==> src/hdl/audio_transport_pkg.sv <==
/*
 * Shared constants and types of the serializer audio transport block:
 * register map, control and status fields, partner codes, the word carrier.
 * Assumes a 32-bit AXI4-Lite register bus and a 10 MHz system clock.
 */
package audio_transport_pkg;

	localparam int DATA_W = 32;
	localparam int LANES = 5;
	localparam int AUX_LANE = 4;
	localparam int PIN_W = 8;
	localparam int ADDR_W = 8;

	// control sits at word index 0x1A, so its byte address is four times that
	localparam logic [ADDR_W-1:0] CTRL_IDX = 8'h1A;
	localparam logic [ADDR_W-1:0] CTRL_OFF = {CTRL_IDX[ADDR_W-3:0], 2'b00};
	localparam logic [ADDR_W-1:0] STATUS_OFF = 8'h04;

	localparam int CTRL_SURROUND_BIT = 0;
	localparam int CTRL_ISLAND_DIS_BIT = 1;
	localparam int CTRL_FOURCH_BIT = 2;
	localparam int CTRL_TDM_BIT = 3;
	localparam int CTRL_TDM8_BIT = 4;
	localparam int CTRL_AUX_EN_BIT = 5;
	localparam int CTRL_EMB_SRC_BIT = 6;
	localparam logic [6:0] CTRL_RESET = 7'h01;

	localparam int STAT_ISLAND_BIT = 0;
	localparam int STAT_SURROUND_BIT = 1;
	localparam int STAT_18BIT_BIT = 2;
	localparam int STAT_SINGLE_LANE_BIT = 3;
	localparam int STAT_OVERFLOW_BIT = 4;
	localparam int STAT_LANE_MASK_LSB = 8;

	localparam logic [1:0] RESP_OKAY = 2'h0;
	localparam logic [1:0] RESP_SLVERR = 2'h2;

	localparam logic [19:0] LEGACY_MIN_KHZ = 20'h061A8;
	localparam logic [19:0] LEGACY_MAX_KHZ = 20'h14C08;

	localparam int TDM_WORD_BCLK = 256;
	localparam logic [7:0] TDM_SLOT_4CH = 8'h40;
	localparam logic [7:0] TDM_SLOT_8CH = 8'h20;

	typedef enum logic [2:0] {
		PARTNER_NEWER = 3'b001,
		PARTNER_LEGACY_2CH = 3'b010,
		PARTNER_LEGACY_GEN = 3'b100
	} partner_e;

	typedef struct packed {
		logic [DATA_W-1:0] data;
		logic [3:0] chan;
		logic aux;
		logic island;
		logic encrypted;
	} audio_word_s;

	localparam int WORD_W = $bits(audio_word_s);

endpackage : audio_transport_pkg

==> src/hdl/audio_transport_core.sv <==
/*
 * Serializer audio transport: samples four I2S lanes (TDM on lane A only) and one auxiliary
 * lane, or takes embedded source audio, picks blanking-island or per-frame
 * transport, encrypts island audio and hands words to the link through a
 * two-entry buffer. Assumes aclk well above the audio bit clock (8x or more),
 * a cipher engine supplying one keystream word per encrypted word, and a
 * link that asserts video_blank during blanking.
 */
// The register addresses and register access over AXI4-Lite were chosen for this implementation.
`timescale 1ns/10ps
module audio_transport_core (
	input wire logic aclk,
	input wire logic aresetn,
	input wire logic clk_en,
	input wire logic [audio_transport_pkg::ADDR_W-1:0] s_axi_awaddr,
	input wire logic s_axi_awvalid,
	output logic s_axi_awready,
	input wire logic [31:0] s_axi_wdata,
	input wire logic [3:0] s_axi_wstrb,
	input wire logic s_axi_wvalid,
	output logic s_axi_wready,
	output logic [1:0] s_axi_bresp,
	output logic s_axi_bvalid,
	input wire logic s_axi_bready,
	input wire logic [audio_transport_pkg::ADDR_W-1:0] s_axi_araddr,
	input wire logic s_axi_arvalid,
	output logic s_axi_arready,
	output logic [31:0] s_axi_rdata,
	output logic [1:0] s_axi_rresp,
	output logic s_axi_rvalid,
	input wire logic s_axi_rready,
	input wire logic audio_bit_clock,
	input wire logic audio_word_select,
	input wire logic audio_lane_a,
	input wire logic audio_lane_b,
	input wire logic audio_lane_c,
	input wire logic audio_lane_d,
	input wire logic gpio0_aux_data,
	input wire logic gpio1_aux_word_select,
	input wire audio_transport_pkg::partner_e partner_type,
	input wire logic [19:0] in_clk_khz,
	input wire logic upstream_surround,
	input wire logic video_blank,
	input wire logic hdcp_active,
	input wire logic [audio_transport_pkg::DATA_W-1:0] cipher_word,
	output logic cipher_step,
	input wire logic emb_valid,
	output logic emb_ready,
	input wire audio_transport_pkg::audio_word_s emb_word,
	output logic out_valid,
	input wire logic out_ready,
	output audio_transport_pkg::audio_word_s out_word,
	output logic single_lane_primary,
	output logic video_18bit,
	output logic surround_active,
	output logic island_active
);
	import audio_transport_pkg::*;

	logic [6:0] ctrl_r;
	logic overflow_r;
	logic [PIN_W-1:0] sync1_r, sync2_r, prev_r;
	logic bit_rise, ws_main, ws_aux;
	logic [7:0] bitcnt_r;
	logic [7:0] slot_w;
	logic [LANES-1:0] lane_en, done, pend_r, take;
	logic [DATA_W-1:0] shift_r [LANES];
	audio_word_s hold_r [LANES];
	audio_word_s push_word;
	logic push_valid, fifo_in_ready, emb_mode, older, tdm_mode;
	audio_word_s fifo_mem [2];
	logic wr_ptr_r, rd_ptr_r;
	logic [1:0] count_r;
	logic aw_take, ar_take;
	logic [31:0] status_w;

	// mode selection
	assign older = (partner_type == PARTNER_LEGACY_2CH) || (partner_type == PARTNER_LEGACY_GEN);
	assign single_lane_primary = older && (in_clk_khz >= LEGACY_MIN_KHZ)
		&& (in_clk_khz <= LEGACY_MAX_KHZ);
	assign video_18bit = (partner_type == PARTNER_LEGACY_2CH) && ctrl_r[CTRL_SURROUND_BIT];
	// an upstream surround request overrides a local island disable
	assign island_active = !ctrl_r[CTRL_ISLAND_DIS_BIT] || upstream_surround;
	assign surround_active = (ctrl_r[CTRL_SURROUND_BIT] || upstream_surround) && island_active
		&& (partner_type != PARTNER_LEGACY_2CH);
	assign emb_mode = ctrl_r[CTRL_EMB_SRC_BIT];
	assign tdm_mode = ctrl_r[CTRL_TDM_BIT];
	assign slot_w = ctrl_r[CTRL_TDM8_BIT] ? TDM_SLOT_8CH : TDM_SLOT_4CH;

	always_comb begin
		lane_en = '0;
		if (!emb_mode) begin
			if (tdm_mode) begin
				lane_en[0] = 1'b1;
			end else if (island_active) begin
				if (surround_active) begin
					lane_en[3:0] = 4'hF;
				end else begin
					lane_en[3:0] = ctrl_r[CTRL_FOURCH_BIT] ? 4'h3 : 4'h1;
				end
			end else begin
				lane_en[3:0] = (partner_type == PARTNER_LEGACY_2CH) ? 4'h3 : 4'h1;
			end
			lane_en[AUX_LANE] = ctrl_r[CTRL_AUX_EN_BIT];
		end
	end

	// pins cross from the audio clock domain; only sync2 is looked at
	always_ff @(posedge aclk) begin
		if (!aresetn) begin
			sync1_r <= '0;
			sync2_r <= '0;
			prev_r <= '0;
		end else if (clk_en) begin
			sync1_r <= {gpio1_aux_word_select, gpio0_aux_data, audio_lane_d, audio_lane_c,
				audio_lane_b, audio_lane_a, audio_word_select, audio_bit_clock};
			sync2_r <= sync1_r;
			if (sync2_r[0] && !prev_r[0]) begin
				prev_r <= sync2_r;
			end else begin
				prev_r[0] <= sync2_r[0];
			end
		end
	end

	// source launches on the falling edge, so the rising edge sees stable data
	assign bit_rise = sync2_r[0] && !prev_r[0];
	assign ws_main = sync2_r[1];
	assign ws_aux = sync2_r[7];

	// bit position within the TDM frame, restarted at word select rising
	always_ff @(posedge aclk) begin
		if (!aresetn) begin
			bitcnt_r <= '0;
		end else if (clk_en && bit_rise) begin
			if (ws_main && !prev_r[1]) begin
				bitcnt_r <= 8'h01;
			end else begin
				bitcnt_r <= bitcnt_r + 8'h01; // wraps at TDM_WORD_BCLK
			end
		end
	end

	genvar gi;
	generate
		for (gi = 0; gi < LANES; gi++) begin : g_lane
			logic ws_now, ws_old, bit_in;
			logic [7:0] pos;
			assign ws_now = (gi == AUX_LANE) ? ws_aux : ws_main;
			assign ws_old = (gi == AUX_LANE) ? prev_r[7] : prev_r[1];
			assign bit_in = sync2_r[gi+2];
			assign pos = (ws_now && !ws_old) ? 8'h00 : bitcnt_r;
			// I2S: the bit on a word select change is still the old word's last
			if (gi == 0) begin : g_tdm
				assign done[gi] = lane_en[gi] && bit_rise && (tdm_mode
					? ((pos & (slot_w - 8'h01)) == (slot_w - 8'h01))
					: (ws_now != ws_old));
			end else begin : g_i2s
				assign done[gi] = lane_en[gi] && bit_rise && (ws_now != ws_old);
			end

			always_ff @(posedge aclk) begin
				if (!aresetn) begin
					shift_r[gi] <= '0;
				end else if (clk_en && bit_rise && lane_en[gi]) begin
					shift_r[gi] <= {shift_r[gi][DATA_W-2:0], bit_in};
				end
			end

			// 64-bit TDM slots keep only their last 32 bits
			always_ff @(posedge aclk) begin
				if (!aresetn) begin
					hold_r[gi] <= '0;
					pend_r[gi] <= 1'b0;
				end else if (clk_en) begin
					if (done[gi]) begin
						hold_r[gi].data <= {shift_r[gi][DATA_W-2:0], bit_in};
						if (gi == 0 && tdm_mode) begin
							hold_r[gi].chan <= 4'((pos / slot_w));
						end else begin
							hold_r[gi].chan <= 4'((gi % 4) * 2) + {3'h0, ws_old};
						end
						hold_r[gi].aux <= (gi == AUX_LANE);
						hold_r[gi].island <= 1'b0;
						hold_r[gi].encrypted <= 1'b0;
						pend_r[gi] <= 1'b1;
					end else if (take[gi]) begin
						pend_r[gi] <= 1'b0;
					end
				end
			end
		end
	endgenerate

	// lowest pending lane goes first; a stalled buffer holds the others
	always_comb begin
		take = '0;
		for (int i = LANES - 1; i >= 0; i--) begin
			if (pend_r[i]) begin
				take = '0;
				take[i] = fifo_in_ready && !emb_mode;
			end
		end
	end

	always_comb begin
		push_word = emb_word;
		push_valid = emb_mode && emb_valid;
		for (int i = LANES - 1; i >= 0; i--) begin
			if (pend_r[i] && !emb_mode) begin
				push_word = hold_r[i];
				push_valid = 1'b1;
			end
		end
		push_word.island = island_active;
		push_word.encrypted = island_active && hdcp_active;
		if (push_word.encrypted) begin
			push_word.data = push_word.data ^ cipher_word;
		end
	end

	assign emb_ready = emb_mode && fifo_in_ready;
	assign cipher_step = push_valid && fifo_in_ready && island_active && hdcp_active;

	// two-entry buffer toward the link
	assign fifo_in_ready = (count_r != 2'h2);
	// island words wait for blanking; frame words go out at once
	// gated by the stored word's own kind, so a mode change cannot leak an island word
	assign out_valid = (count_r != 2'h0) && (!out_word.island || video_blank);

	always_ff @(posedge aclk) begin
		if (!aresetn) begin
			wr_ptr_r <= 1'b0;
			rd_ptr_r <= 1'b0;
			count_r <= 2'h0;
			fifo_mem[0] <= '0;
			fifo_mem[1] <= '0;
		end else if (clk_en) begin
			if (push_valid && fifo_in_ready) begin
				fifo_mem[wr_ptr_r] <= push_word;
				wr_ptr_r <= !wr_ptr_r;
			end
			if (out_valid && out_ready) begin
				rd_ptr_r <= !rd_ptr_r;
			end
			count_r <= count_r + {1'b0, push_valid && fifo_in_ready}
				- {1'b0, out_valid && out_ready};
		end
	end

	assign out_word = fifo_mem[rd_ptr_r];

	// AXI4-Lite slave: address and data taken together, one of each at a time
	assign aw_take = s_axi_awvalid && s_axi_wvalid && !s_axi_bvalid;
	assign s_axi_awready = aw_take;
	assign s_axi_wready = aw_take;
	assign ar_take = s_axi_arvalid && !s_axi_rvalid;
	assign s_axi_arready = ar_take;

	always_ff @(posedge aclk) begin
		if (!aresetn) begin
			ctrl_r <= CTRL_RESET;
		end else if (clk_en && aw_take && s_axi_awaddr == CTRL_OFF && s_axi_wstrb[0]) begin
			ctrl_r <= s_axi_wdata[6:0];
		end
	end

	// overflow sets when a lane finishes while its last word still waits
	always_ff @(posedge aclk) begin
		if (!aresetn) begin
			overflow_r <= 1'b0;
		end else if (clk_en) begin
			if (|(done & pend_r & ~take)) begin
				overflow_r <= 1'b1;
			end else if (aw_take && s_axi_awaddr == STATUS_OFF && s_axi_wstrb[0]
				&& s_axi_wdata[STAT_OVERFLOW_BIT]) begin
				overflow_r <= 1'b0;
			end
		end
	end

	always_ff @(posedge aclk) begin
		if (!aresetn) begin
			s_axi_bvalid <= 1'b0;
			s_axi_bresp <= RESP_OKAY;
		end else if (clk_en) begin
			if (aw_take) begin
				s_axi_bvalid <= 1'b1;
				s_axi_bresp <= (s_axi_awaddr == CTRL_OFF || s_axi_awaddr == STATUS_OFF)
					? RESP_OKAY : RESP_SLVERR;
			end else if (s_axi_bready) begin
				s_axi_bvalid <= 1'b0;
			end
		end
	end

	always_comb begin
		status_w = '0;
		status_w[STAT_ISLAND_BIT] = island_active;
		status_w[STAT_SURROUND_BIT] = surround_active;
		status_w[STAT_18BIT_BIT] = video_18bit;
		status_w[STAT_SINGLE_LANE_BIT] = single_lane_primary;
		status_w[STAT_OVERFLOW_BIT] = overflow_r;
		status_w[STAT_LANE_MASK_LSB +: LANES] = lane_en;
	end

	// no path from keystream or key storage reaches the read data
	always_ff @(posedge aclk) begin
		if (!aresetn) begin
			s_axi_rvalid <= 1'b0;
			s_axi_rdata <= '0;
			s_axi_rresp <= RESP_OKAY;
		end else if (clk_en) begin
			if (ar_take) begin
				s_axi_rvalid <= 1'b1;
				s_axi_rresp <= RESP_OKAY;
				if (s_axi_araddr == CTRL_OFF) begin
					s_axi_rdata <= {25'h0, ctrl_r};
				end else if (s_axi_araddr == STATUS_OFF) begin
					s_axi_rdata <= status_w;
				end else begin
					s_axi_rdata <= '0;
					s_axi_rresp <= RESP_SLVERR;
				end
			end else if (s_axi_rready) begin
				s_axi_rvalid <= 1'b0;
			end
		end
	end

endmodule : audio_transport_core

==> config.mk <==
export PLATFORM = sky130hd
export DESIGN_NAME = audio_transport_core
export DESIGN_NICKNAME = d
export VERILOG_FILES = /design/src/hdl/audio_transport_pkg.sv /design/src/hdl/audio_transport_core.sv
export SDC_FILE = /design/constraint.sdc
export NUM_CORES = 1
export LEC_CHECK = 0
export BUFFER_PORTS_ARGS = -buffer_cell sky130_fd_sc_hd__buf_4
export CORE_AREA = 2 2 235 237
export DETAILED_ROUTE_END_ITERATION = 12
export DIE_AREA = 0 0 237 239
export GPL_TIMING_DRIVEN = 1
export SLEW_MARGIN = 20
export SYNTH_ARGS = -nofsm -noshare
export SYNTH_HDL_FRONTEND = slang
export SYNTH_SLANG_ARGS = --single-unit
==> constraint.sdc <==
create_clock -name aclk -period 4.85 [get_ports aclk]
set_input_delay 0.485 -clock aclk [delete_from_list [all_inputs] [get_ports aclk]]
set_output_delay 0.485 -clock aclk [all_outputs]
set_load 0.01 [all_outputs]
* Word-level counts from Yosys, hierarchy flattened
Memories as Yosys holds them, arrays and structs flattened. A register that Yosys moved wholly into a read port is not among the register bits.
Cells that the tools add are included.
** Storage, ports and cells
- Register bits after elaboration :: 87
- Latch bits :: 0
- Memory bits (writable) :: 423
- ROM bits :: 0
- Input port bits :: 167
- Memories kept :: 3
** Operators by class
- Add/subtract/negate cells :: 7
- Multipliers :: 0
- Div/mod/pow operators :: 1
- $lt $le $gt $ge :: 2
- Equality and inequality tests :: 11
- Shift operators :: 0
- Multiplexer cells :: 124
- Bitwise logic cells :: 26
- Reduce and logical (&&, ||, !) cells :: 84
** Memories
- hold_r :: depth 5, width 37, read ports 5, clocked after memory_dff 0, wr ports 5, RTL line audio_transport_core.sv:68 : audio_word_s hold_r [LANES];
- shift_r :: depth 5, width 32, read ports 5, clocked after memory_dff 0, wr ports 5, RTL line audio_transport_core.sv:67 : logic [DATA_W-1:0] shift_r [LANES];
- fifo_mem :: depth 2, width 39, read ports 1, clocked after memory_dff 1, wr ports 2, RTL line audio_transport_core.sv:71 : audio_word_s fifo_mem [2];
** Operator list (number)
- 2-to-1 mux 32 bit :: 11
- 2-to-1 mux 39 bit :: 6
- 2-to-1 mux 1 bit :: 82
- logical AND 1 bit :: 46
- OR reduction 39 bit :: 1
- 2-to-1 mux 4 bit :: 8
- XOR 32 bit :: 1
- 2-to-1 mux 5 bit :: 6
- 2-to-1 mux 13 bit :: 2
- AND reduction 2 bit :: 13
- bitwise OR 1 bit :: 21
- greater-or-equal comparator 20 x 15 -> 1 bit (second input constant) :: 1
- less-or-equal comparator 20 x 17 -> 1 bit (second input constant) :: 1
- nonzero test 2 bit :: 9
- equality test 8 x 3 -> 1 bit (second input constant) :: 2
- equality test 8 x 7 -> 1 bit (second input constant) :: 2
- 2-to-1 mux 8 bit :: 2
- bitwise AND 5 bit :: 2
- 2-to-1 mux 2 bit :: 5
- logical NOT 1 bit :: 9
- adder 3 x 1 -> 4 bit (first input constant) :: 2
- adder 8 x 1 -> 8 bit (second input constant) :: 1
- bitwise AND 8 bit :: 1
- divider 8 x 8 -> 8 bit :: 1
- 15 further kinds :: 20

* Depth between registers and ports, before layout
- Depth in word-level cells :: 16
- Gate-level depth with buffers :: 13
- Mapped depth without buffers :: 13

* Worst setup path before layout
OpenSTA, ideal clock, no wires.
- Path type :: input-to-reg
- From :: in partner_type[0]
- To :: mem hold_r[1][10] (netlist name) (enable)
- Arrival :: 3.881 ns
- Slack :: 0.492 ns
- Cell stages on the path :: 3
- Path through :: or3b_1 a221o_1 o31ai_1
** RTL lines
- from (decl) :: RTL line audio_transport_core.sv:40 : input wire audio_transport_pkg::partner_e partner_type,
- to (decl) :: RTL line audio_transport_core.sv:68

==> impl_results.md <==
* Post-DP HPWL at about 37000 um
* Vias at around 14000
* Hold Vio Cnt, Final at 0
* Max_cap viols at 0
* Avg Cell Area, Syn at roughly 12 sq um
* Number of synthesized register bits at 463
* DIE AREA at around 57000 sq um
* PwrDens at 349 nW/um^2
* Synth Area in Adders at 0.00527
* Wire per inst at 21.5 um
* DR iter-0 viols at 1320
* Worst-path maximum fanout at 39
* Crit path arrival time at 3.23 ns
* FFs w/ async S/R, synth at 0
* Synth Cell Area at around 21000 sq um
* Synth Area in Simple Gates at 0.200
* Synth top cells by count: edfxtp_1 (402), and2_1 (293), nand2_1 (105)
* Ratio of cells with drive above 1 in the final layout at 0.195
* R2R cell count at 5
* Tmin final at between 3 and 4 ns
* Worst Tran Pin Value at ~1.0 ns
* Fin nets at approximately 2000
* Distinct cells, synth at 76
* Post-synth EDFFs at 402
* Chip height at 239 um
* Die Wd at 237 um
* FF-to-FF End: fifo_mem[1][21]$_SDFFCE_PN0P_
* Synth-to-Final Area Change at 17.3%
* Most frequent cell after synthesis: edfxtp_1
* Setup Buffers After CTS at 0
* Top-area cell type share of the netlist area at 0.565
* H-tree depth at 2
* Max Slew Vio Count at 0
* Crit path from: pend_r[2]$_SDFFE_PN0P_
* Num ports at approximately 250
* Kind of critical path: register to register
* Status: finished clean
* Pin count of the biggest net entering global routing at 81
* FILL cells at between 4000 and 5000
* Worst Hold Class: input port to register
* FF/Latch Area at about 13000 sq um
* Clock tree buffer depth at 3
* Top post-synthesis cells by area: edfxtp_1 (56%), and2_1 (8.6%), dfxtp_1 (5.7%), and3_1 (2.9%), mux2_2 (2.1%)
* Total clock buffers created by CTS at 47
* Compound-cell area share of the yosys netlist at 0.0892
* Total wire length at about 57000 um
* RSZ-0062 raised after global routing: false
* Fmax achieved at roughly 320 MHz
* VDD IR max at 0.269 mV
* Crit. End Element: register
* Setup_tns at 0 ns
* Relative slew slack at 0.321
* DR vias/cell at between 5 and 6
* Clk root buf: clkbuf_16
* CTS tree: done
* Synth Flop Type: edfxtp_1
* Core region area at roughly 54000 sq um
* Clock-pin slew on the worst setup and hold paths at about 0.06 ns
* Worst r2r src: pend_r[2]$_SDFFE_PN0P_
* Initial Util at 0.393
* Worst Setup EP: fifo_mem[1][21]$_SDFFCE_PN0P_
* Sequential fraction of the synthesis area at 0.622
* Post-Synthesis Cells at 1728
* Clk sinks at 463
* Antenna viol nets, final at 0
* DR pass1 iterations at 5
* Startpoint Class: register
* Post-cts gate resize count at 0
* Vias in the first global route at 13990
* R2r setup slk at between 1.5 and 2 ns
* Post-synthesis xor/xnor area fraction at 0.0168
* Hold slack final at between 0.1 and 0.15 ns
* Critical Path RT at 4.96 ns
* Crit share post-route at 0.644
* Area of the multi-input gates at 7480 sq um
* Clk_skew at between 0.015 and 0.02 ns
* Static Leak at 0.0100 uW
* Post-synthesis mux area share at 0.0313
* IO buf count at around 200
* Total GRT Usage at 0.200
* GRT overflow at 0
* Antenna violations before repair at 3
* Final setup fails at 0
* Clk_lat worst skew at about 0.60 ns
* Largest area contributor in the netlist: edfxtp_1
* CTS Hold Bufs at 0
* Routability congestion estimate at ~0.87
* Ys Warns at 0
* # DRC at 0
* Hold path cells at 3
* First-pass GRT wire length at 86400 um
* Largest family of logic cells by synthesized area: simple AND/OR/NAND/NOR gates
* FP Rows at between 80 and 90
## per-stage QoR
step / utilization / setup WS [ns] / instances / cell area (sq um) / power, uW
finish: 0.462 / 1.73 / 2626 / 25100 / 8760
global route: 0.461 / 1.57 / 2625 / 25100 / 9030
CTS: 0.461 / 1.69 / 2625 / 25100 / 8830
detailed placement: 0.432 / 1.69 / 2539 / 23500 / 5020
global placement: 0.432 / 1.74 / 2539 / 23500 / 5010
floorplan: - / 0.492 / 1750 / 21500 / 4790
## layout by cell type (no fill, tap or decap), types with 10 or more instances in the layout
master | netlist | layout
o221ai_1 | 29 | 29
nand3b_1 | 33 | 33
nand2_1 | 105 | 101
nand2b_1 | 40 | 39
o2bb2ai_1 | 29 | 29
buf_4 | 24 | 231
xor2_1 | 36 | 36
nand3_1 | 13 | 13
o21ai_0 | 28 | 27
dfxtp_1 | 61 | 58
mux2_2 | 39 | 39
a21oi_1 | 49 | 49
and3_1 | 100 | 100
a22o_1 | 22 | 22
a221o_1 | 10 | 10
a21boi_0 | 12 | 12
nor2b_1 | 40 | 39
conb_1 | 1 | 23
clkbuf_16 | 0 | 47
mux2i_1 | 23 | 23
a211o_1 | 24 | 24
inv_1 | 18 | 18
clkinv_2 | 0 | 10
and2_1 | 293 | 293
nor2_1 | 56 | 54
edfxtp_1 | 402 | 402
## flip-flops by register name (all words and copies together), names as in the netlist, 2 cells and up, named ones only
signal and count:
hold_r 170, pend_r 5, prev_r 3, count_r 2, ctrl_r 7, sync1_r 8, sync2_r 8, bitcnt_r 8
s_axi_rdata 11, shift_r 155, fifo_mem 78
## worst max-delay path: stages, from the launching register on
cell	delay [ns]
dfxtp_1	0.51
or4_4	0.64
o31ai_4	0.31
nor2_2	0.12
nand3_1	0.35
nand2_2	0.68
## cells by family after synthesis
family                   after synthesis
AND/OR/NAND/NOR                      734
adder cells (fa/ha/maj)                9
buffers and inverters                165
flip-flops                           463
AO/OA/AOI/OAI                        253
XOR/XNOR                              41
other                                  1
multiplexers                          62
## layout make-up
cell class                      instances  area share
Timing Repair Buffer                  231      0.0691
Clock inverter                         29      0.0154
Sequential cell                       463       0.530
Antenna cell                            1   0.0000998
Tap cell                              704      0.0351
Clock buffer                           57      0.0488
Inverter                               19     0.00284
Multi-Input combinational cell       1122       0.298
## routing by layer
metal  global-route usage  vias up  share of wire
li1                     -     6562              -
met3               0.0357       74          0.069
met2                0.312      510           0.46
met1                0.287     7094           0.46
met5                    0        -        0.00037
met4               0.0531        4          0.018
## report_power, final
part,leakage (uW),switching [uW],internal [uW]
clock,0.000785,1580,2240
combinational,0.00460,262,166
sequential,0.00465,55.3,4450
total,0.0100,1900,6860
## worst min path at each step
stage / startpoint / end / slack, ns
3_3_place_gp: s_axi_rdata[6]$_SDFFE_PN0P_ / s_axi_rdata[6]$_SDFFE_PN0P_ / 0.47
6_report: s_axi_wdata[0] / ctrl_r[0]$_SDFFE_PN1P_ / 0.12
3_5_place_dp: s_axi_rdata[5]$_SDFFE_PN0P_ / s_axi_rdata[5]$_SDFFE_PN0P_ / 0.47
2_1_floorplan: hold_r[4][0]$_SDFFE_PP1N_ / hold_r[4][0]$_SDFFE_PP1N_ / 0.44
4_1_cts: s_axi_wdata[0] / ctrl_r[0]$_SDFFE_PN1P_ / 0.09
5_1_grt: s_axi_wdata[1] / ctrl_r[1]$_SDFFE_PN0P_ / 0.16
No activity file was read; power rests on OpenSTA's default activity.
